==> src/ebus_mode_pkg.sv <==
// Package: mode codes, per-mode bus configuration and transfer timing
`default_nettype none
package ebus_mode_pkg;

  // Eight operating modes in three classes
  typedef enum logic [2:0] {
    special_single_chip,
    emulation_narrow,
    special_test,
    emulation_wide,
    normal_single_chip,
    normal_narrow,
    special_peripheral,
    normal_wide
  } mode_e;

  // Mode pin codes, {mode_select_c, mode_select_b, mode_select_a}
  localparam logic [2:0] PINS_SPECIAL_SC  = 3'h0;
  localparam logic [2:0] PINS_EMUL_NARROW = 3'h1;
  localparam logic [2:0] PINS_SPECIAL_TST = 3'h2;
  localparam logic [2:0] PINS_EMUL_WIDE   = 3'h3;
  localparam logic [2:0] PINS_NORMAL_SC   = 3'h4;
  localparam logic [2:0] PINS_NORMAL_NAR  = 3'h5;
  localparam logic [2:0] PINS_SPECIAL_PER = 3'h6;

  // Port usage masks: a set bit is general-purpose I/O; in the two port E masks a set bit is a bus pin
  localparam logic [7:0] GPIO_ALL         = 8'hff;
  localparam logic [7:0] GPIO_NONE        = 8'h00;
  localparam logic [7:0] PORT_E_BUS_MASK  = 8'h9c;
  localparam logic [7:0] PORT_E_CLK_BIT   = 8'h10;

  // Reset values
  localparam logic [15:0] DATA_RESET      = 16'h0000;
  localparam logic [7:0]  BYTE_ZERO       = 8'h00;

  // Bus clock output divider: half period in device clocks
  localparam int unsigned BUS_CLK_HALF    = 1;

  typedef struct packed {
    mode_e      mode;
    logic       addr_bus_en;
    logic       data_bus_en;
    logic       bus_ctrl_en;
    logic       data_wide;
    logic       clock_stretch;
    logic       chip_select_en;
    logic       bus_clock_out_en;
    logic       port_e_emul_write;
    logic       port_a_regs_mapped;
    logic       reduced_drive_mapped;
    logic       debug_rom_en;
    logic       extra_write_priv;
    logic [7:0] gpio_a;
    logic [7:0] gpio_b;
    logic [7:0] gpio_e;
    logic [7:0] gpio_k;
  } cfg_s;

  typedef struct packed {
    logic        strobe;
    logic        hi_byte;
    logic        done;
    logic [15:0] data;
  } beat_s;

  function automatic mode_e pins_to_mode(input logic [2:0] pins);
    unique case (pins)
      PINS_SPECIAL_SC:  pins_to_mode = special_single_chip;
      PINS_EMUL_NARROW: pins_to_mode = emulation_narrow;
      PINS_SPECIAL_TST: pins_to_mode = special_test;
      PINS_EMUL_WIDE:   pins_to_mode = emulation_wide;
      PINS_NORMAL_SC:   pins_to_mode = normal_single_chip;
      PINS_NORMAL_NAR:  pins_to_mode = normal_narrow;
      PINS_SPECIAL_PER: pins_to_mode = special_peripheral;
      default:          pins_to_mode = normal_wide;
    endcase
  endfunction

  function automatic logic is_emul(input mode_e m);
    is_emul = (m == emulation_narrow) || (m == emulation_wide);
  endfunction

  function automatic logic is_normal(input mode_e m);
    is_normal = (m == normal_single_chip) || (m == normal_narrow) ||
                (m == normal_wide);
  endfunction

  function automatic cfg_s mode_cfg(input mode_e m);
    cfg_s c;
    logic exp;
    c = '0;
    exp = (m == emulation_narrow) || (m == emulation_wide) ||
          (m == normal_narrow) || (m == normal_wide) ||
          (m == special_test) || (m == special_peripheral);
    c.mode                 = m;
    c.addr_bus_en          = exp;
    c.data_bus_en          = exp;
    c.bus_ctrl_en          = exp;
    c.data_wide            = (m == emulation_wide) || (m == normal_wide) ||
                             (m == special_test);
    c.clock_stretch        = exp;
    c.chip_select_en       = is_emul(m);
    c.bus_clock_out_en     = is_emul(m);
    c.port_e_emul_write    = is_emul(m);
    c.port_a_regs_mapped   = !is_emul(m);
    c.reduced_drive_mapped = !is_emul(m);
    c.debug_rom_en         = (m == special_single_chip);
    c.extra_write_priv     = (m == special_single_chip);
    c.gpio_a               = exp ? GPIO_NONE : GPIO_ALL;
    c.gpio_b               = exp ? GPIO_NONE : GPIO_ALL;
    c.gpio_k               = exp ? GPIO_NONE : GPIO_ALL;
    c.gpio_e               = exp ? ~PORT_E_BUS_MASK : GPIO_ALL;
    if (is_emul(m))
      c.gpio_e = c.gpio_e & ~PORT_E_CLK_BIT;
    mode_cfg = c;
  endfunction

endpackage
`default_nettype wire

==> src/external_bus_mode_config.sv <==
// Operating mode selection and external expansion bus configuration
// Operation
// - Exactly one of eight modes, three classes
// - Emulation: bus control, stretch, chip select on
// - Emulation: port E bit4 drives bus clock
// - Emulation: port A and drive registers unmapped
// - Emulation modes grant no extra access rights
// - Special single-chip: write privileges, debug ROM
// - Normal modes: unused port pins stay GPIO
// - External bus in all modes except the two single-chip ones
// - Normal single-chip: no external address/data
// - Wide: 16-bit address and data buses
// - Normal expanded: stretch on, debug ROM off
// - Narrow: 16-bit data as two bytes
// - Port B: low address or GPIO
`default_nettype none
module external_bus_mode_config (
  // Clock and reset
  input  wire logic                  clock,
  input  wire logic                  rst,
  // Mode pins, asynchronous
  input  wire logic                  mode_select_c,
  input  wire logic                  mode_select_b,
  input  wire logic                  mode_select_a,
  // Software mode switch
  input  wire logic                  sw_mode_write,
  input  wire ebus_mode_pkg::mode_e  sw_mode,
  // Transfer requests
  input  wire logic                  xfer_req,
  input  wire logic                  xfer_is16,
  input  wire logic [15:0]           xfer_data,
  // Configuration
  output var  ebus_mode_pkg::cfg_s   cfg,
  output var  logic                  cfg_valid,
  output var  logic                  sw_refused,
  // External bus side
  output var  logic                  bus_clock_out,
  output var  logic                  emulation_chip_select_n,
  output var  ebus_mode_pkg::beat_s  beat,
  output var  logic                  xfer_busy,
  output var  logic                  xfer_refused
);
  import ebus_mode_pkg::*;

  typedef enum logic {xf_idle, xf_low} xfer_state_e;

  // Pin synchronisers; not reset so pins are settled at release
  logic [2:0]  pins_meta;
  logic [2:0]  pins_sync;

  logic        captured;
  logic        next_captured;
  cfg_s        next_cfg;
  logic        next_cfg_valid;
  logic        next_sw_refused;
  logic        bus_clock_out_q;
  logic        next_bus_clock_out;
  xfer_state_e state;
  xfer_state_e next_state;
  beat_s       next_beat;
  logic [7:0]  low_byte;
  logic [7:0]  next_low_byte;
  logic        next_cs_n;
  logic        next_busy;
  logic        next_xfer_refused;
  logic        accept;
  logic        sw_ok;

  always_ff @(posedge clock) begin
    pins_meta <= {mode_select_c, mode_select_b, mode_select_a};
    pins_sync <= pins_meta;
  end

  // Switches stay inside a class, so emulation never loses its bus
  always_comb begin
    sw_ok = (is_normal(cfg.mode) && is_normal(sw_mode)) ||
            (is_emul(cfg.mode) && is_emul(sw_mode));
  end

  always_comb begin
    next_captured   = captured;
    next_cfg        = cfg;
    next_cfg_valid  = cfg_valid;
    next_sw_refused = 1'b0;
    if (!captured) begin
      next_captured  = 1'b1;
      next_cfg       = mode_cfg(pins_to_mode(pins_sync));
      next_cfg_valid = 1'b1;
    end else if (sw_mode_write) begin
      if (sw_ok && state == xf_idle)
        next_cfg = mode_cfg(sw_mode);
      else
        next_sw_refused = 1'b1;
    end
  end

  always_ff @(posedge clock) begin
    if (rst) begin
      captured   <= 1'b0;
      cfg        <= mode_cfg(normal_single_chip);
      cfg_valid  <= 1'b0;
      sw_refused <= 1'b0;
    end else begin
      captured   <= next_captured;
      cfg        <= next_cfg;
      cfg_valid  <= next_cfg_valid;
      sw_refused <= next_sw_refused;
    end
  end

  // Bus clock on port E bit 4 only where the mode gives it
  always_comb begin
    next_bus_clock_out = 1'b0;
    if (cfg_valid && cfg.bus_clock_out_en)
      next_bus_clock_out = !bus_clock_out_q;
  end

  always_ff @(posedge clock) begin
    if (rst)
      bus_clock_out_q <= 1'b0;
    else
      bus_clock_out_q <= next_bus_clock_out;
  end
  assign bus_clock_out = bus_clock_out_q;

  // Transfers: wide is one beat, narrow 16-bit is high then low byte
  always_comb begin
    accept = xfer_req && cfg_valid && cfg.data_bus_en && state == xf_idle;
  end

  always_comb begin
    next_state        = state;
    next_beat         = '0;
    next_low_byte     = low_byte;
    next_cs_n         = 1'b1;
    next_busy         = 1'b0;
    next_xfer_refused = xfer_req && !accept;
    unique case (state)
      xf_idle: begin
        if (accept) begin
          next_beat.strobe = 1'b1;
          next_cs_n        = !cfg.chip_select_en;
          if (cfg.data_wide) begin
            next_beat.data = xfer_data;
            next_beat.done = 1'b1;
          end else if (xfer_is16) begin
            next_beat.data    = {BYTE_ZERO, xfer_data[15:8]};
            next_beat.hi_byte = 1'b1;
            next_low_byte     = xfer_data[7:0];
            next_state        = xf_low;
            next_busy         = 1'b1;
          end else begin
            next_beat.data = {BYTE_ZERO, xfer_data[7:0]};
            next_beat.done = 1'b1;
          end
        end
      end
      xf_low: begin
        next_beat.strobe = 1'b1;
        next_beat.done   = 1'b1;
        next_beat.data   = {BYTE_ZERO, low_byte};
        next_cs_n        = !cfg.chip_select_en;
        next_state       = xf_idle;
      end
    endcase
  end

  always_ff @(posedge clock) begin
    if (rst) begin
      state                   <= xf_idle;
      beat                    <= '0;
      low_byte                <= BYTE_ZERO;
      emulation_chip_select_n <= 1'b1;
      xfer_busy               <= 1'b0;
      xfer_refused            <= 1'b0;
    end else begin
      state                   <= next_state;
      beat                    <= next_beat;
      low_byte                <= next_low_byte;
      emulation_chip_select_n <= next_cs_n;
      xfer_busy               <= next_busy;
      xfer_refused            <= next_xfer_refused;
    end
  end
endmodule
`default_nettype wire

==> config.mk <==
export PLATFORM = sky130hd
export DESIGN_NAME = external_bus_mode_config
export DESIGN_NICKNAME = d
export VERILOG_FILES = /design/src/ebus_mode_pkg.sv /design/src/external_bus_mode_config.sv
export SDC_FILE = /design/constraint.sdc
export NUM_CORES = 1
export LEC_CHECK = 0
export ABC_CLOCK_PERIOD_IN_PS = 4300
export BUFFER_PORTS_ARGS = -buffer_cell sky130_fd_sc_hd__buf_2
export CAP_MARGIN = 5
export CORE_MARGIN = 5
export CORE_UTILIZATION = 30
export CTS_CLUSTER_SIZE = 40
export DETAILED_ROUTE_END_ITERATION = 10
export GPL_ROUTABILITY_DRIVEN = 0
export PLACE_DENSITY = 0.6
export SYNTH_ARGS = -nofsm -noshare
export SYNTH_HDL_FRONTEND = slang
export SYNTH_SLANG_ARGS = --single-unit
==> constraint.sdc <==
create_clock -name clock -period 4.3 [get_ports clock]
set_input_delay 0.43 -clock clock [delete_from_list [all_inputs] [get_ports clock]]
set_output_delay 0.43 -clock clock [all_outputs]
set_load 0.02 [all_outputs]
==> qor.csv <==
stage,metric,value,unit
die,cell row count,29,
die,core area,6420,sq um
place,Post-DP Area,2270,sq um
sta,Fin Setup TNS,0,ns
logic_synthesis,Syn Area/Cell,9.84,sq um
global_routing,first-pass GRT wire length,7.36,mm
logic_synthesis,Synth Instances,204,
finish,register area,981,sq um
route,via count,1536,
clock_tree,TritonCTS Sinks,49,
hold_path,hold path cells,1,
power_and_ir_drop,Worst VDD drop,0.000116,V
worst_setup_path,r2r setup slk,2.34,ns
finish,Layout Cell Area excl Fill,2390,sq um
sta,final hold vios,0,
global_routing,GRT Util Overall,0.106,
die,Die Width,91.8,microns
worst_setup_path,Worst EP required,4.55,ns
hold_path,Hold Path Class,in -> reg,
logic_synthesis,Synth cell types,39,
finish,FILL cells,649,
logic_synthesis,Post-synth EDFFs,0,
global_routing,number of global-route vias before repair,1531,
finish,ant diodes,0,
global_routing,Overflow after GRT,0,
logic_synthesis,most common cell in the netlist,dfxtp_1,
worst_setup_path,kind of critical path,reg -> reg,
logic_synthesis,YS warnings,0,
logic_synthesis,"FF+latch count, synth",49,
sta,Final setup viols,0,
logic_synthesis,"Async S/R FF share, synth",0,
worst_setup_path,FF-to-FF path depth,4,
clock_tree,post-CTS sizing,0,
logic_synthesis,Commonest cells post-synth,"dfxtp_1, buf_4, nand2_1",
power_and_ir_drop,Int Pwr,0.708,mW
clock_tree,Skew-Pair Late Insertion Delay,0.30,ns
clock_tree,CTS tree,built,
power_and_ir_drop,combinational share of power,0.151,
finish,nets@finish,291,
sta,min cycle time layout,1.96,ns
route,Detailed Routing Iterations Pass 1,4,
worst_setup_path,CP cell instances,nand4b_1 -> nor3b_1 -> a22oi_1 -> nand2_1,
place,port bufs,94,
hold_path,hold path endpoint,pins_meta[2],
worst_setup_path,Crit Reg-Reg Endpoint,beat[1],
worst_setup_path,R2R Path Start,cfg[43],
worst_setup_path,Setup crit end kind,register,
sta,Rel. slew slack,0.282,
hold_path,worst hold start,mode_select_c,
logic_synthesis,Area contributors post-synth,"dfxtp_1, buf_4, mux2i_1",
worst_setup_path,startpoint types,register,
worst_setup_path,Critical Path Fanout Max,9,
worst_setup_path,Max stage delay on crit path,0.86,ns
clock_tree,cts bufs inserted,5,
clock_tree,post-CTS setup repair buffer count,0,
clock_tree,H-tree depth,2,
route,Final ANT Viol Nets,0,
die,die height,91.8,microns
flow_run,max_cap viols,0,
clock_tree,cts hold-fix bufs,0,
global_routing,largest net degree at the start of global routing,30,
logic_synthesis,"Top FF cell, synth",dfxtp_1,
finish,layout overhead on the synthesized area,19.1,%
power_and_ir_drop,Lkg Pwr,1.13,nW
sta,fmax,510,MHz
logic_synthesis,biggest area consumer among synthesized cells,dfxtp_1,
finish,share of cells above drive strength 1,0.419,
sta,RSZ-0062 raised after global routing,false,
power_and_ir_drop,Pwr Density,406,nW/um^2
clock_tree,Max Root-Sink Buffers,2,
logic_synthesis,synthesized area,2010,sq um
logic_synthesis,area fraction of the dominant cell type after synthesis,0.489,
route,WL per Instance,13.4,microns
power_and_ir_drop,Power Total,0.970,mW
worst_setup_path,Crit path depth,4,
route,Routed Wire Length,4.58,mm
worst_setup_path,crit-path leading delay family,simple AND/OR/NAND/NOR gates,
power_and_ir_drop,Net Sw Power,0.261,mW
route,drt first-iter violations,67,
worst_setup_path,Bufs and invs on worst path,0,
logic_synthesis,"Seq/Total Area, Yosys",0.489,
route,vias per cell,4.49,
power_and_ir_drop,Flop pwr share,0.501,
power_and_ir_drop,Clk pwr share,0.348,
worst_setup_path,CP max stage cell,nor3b_1,
place,hpwl dp,3.53,mm
die,initial core utilization,0.312,
clock_tree,CTS root buffer,clkbuf_8,
die,full die area,8430,sq um
finish,multi-input logic area,699,sq um
sta,Pins Over Slew Limit,0,
route,DRC Markers,0,
clock_tree,"Reg clk slew, reported paths",0.09,ns
worst_setup_path,CP Data Arrival Time,2.21,ns
sta,"Period Utilization, post-route",0.456,
sta,Slew @ Worst Pin,1.07,ns
die,Ports,99,
sta,clock skew,0.00606,ns
run_status,status,finished clean,
power_and_ir_drop,sw frac,0.269,
global_routing,initial antenna violation count,0,
## metal layers
metal | track usage | vias up | part of all wire
met5 | 0 | - | 0
met4 | 0.0483 | 0 | 0.022
met3 | 0.0254 | 8 | 0.081
met2 | 0.183 | 68 | 0.46
met1 | 0.126 | 685 | 0.44
li1 | - | 775 | -
## cell usage in the layout, fill, tap and decap left out
cell and count:
nand2b_1 4, o211a_1 2, mux2i_1 9, clkbuf_8 6, nand2_1 19, nor4b_1 2, nor3_1 3, nor2b_2 1
a311oi_1 2, nor2_1 12, and2_1 8, and4bb_2 1, a211oi_1 1, bufinv_16 1, nor2_2 1, nand4b_1 1
and2b_2 1, buf_2 94, a311o_1 1, nor4_1 1, a32o_1 1, or2_1 1, a41oi_1 1, nor2b_4 1
clkinvlp_4 1, a21oi_1 4, or4_2 1, o21ai_0 4, a2111oi_2 2, a32oi_1 1, o211ai_1 1, inv_1 6
conb_1 4, or4_4 1, nor2b_1 6, a22oi_1 8, nor3b_1 2, a31oi_1 1, dfxtp_1 49
## power groups by stage
stage / registers [mW] / logic, mW / clock network (mW)
after floorplan: 0.505 / 0.123 / 0
final: 0.486 / 0.147 / 0.337
after CTS: 0.486 / 0.148 / 0.351
after global placement: 0.496 / 0.147 / 0
after detailed placement: 0.497 / 0.147 / 0
after global routing: 0.490 / 0.157 / 0.368
## cells by family after synthesis
| kind of cell | after synthesis | synth area share |
|---|---|---|
| simple gates | 66 | 0.183 |
| other cells | 1 | 0.00187 |
| compound gates | 29 | 0.113 |
| flops | 49 | 0.489 |
| buf+inv | 50 | 0.168 |
| mux | 9 | 0.0449 |
## flip-flops by register name, indices dropped and copies added, names as in the netlist
signal                   cells
captured                     1
pins_sync                    3
emulation_chip_select_n      1
bus_clock_out                1
beat                        19
state                        1
cfg_valid                    1
low_byte                     8
xfer_refused                 1
cfg                          9
pins_meta                    3
sw_refused                   1
## metrics by stage
stage | setup WS, ns | hold slack (ns) | util | std cells
final | 2.34 | 0.229 | 0.372 | 342
after global placement | 2.28 | 0.313 | 0.353 | 334
after floorplan | 2.42 | 0.310 | - | 207
after CTS | 2.33 | 0.219 | 0.372 | 342
after detailed placement | 2.24 | 0.313 | 0.353 | 334
after global routing | 2.08 | 0.219 | 0.372 | 342
## cell type report
class	count	area share
flip-flops and latches	49	0.410
multi-input cells	108	0.293
repair buffers	94	0.197
well taps	77	0.0403
clock buffers	6	0.0346
clock inverters	2	0.0157
inverters	6	0.00942
## worst max path at each step
stage / from / endpoint / slack, ns
finish: cfg[43] / beat[1] / 2.34
global route: cfg[43] / beat[3] / 2.08
CTS: cfg[43] / beat[1] / 2.33
detailed placement: sw_mode[1] / cfg[35] / 2.24
global placement: sw_mode[1] / cfg[35] / 2.28
floorplan: sw_mode[1] / cfg[35] / 2.42
No activity file was read; power rests on OpenSTA's default activity.
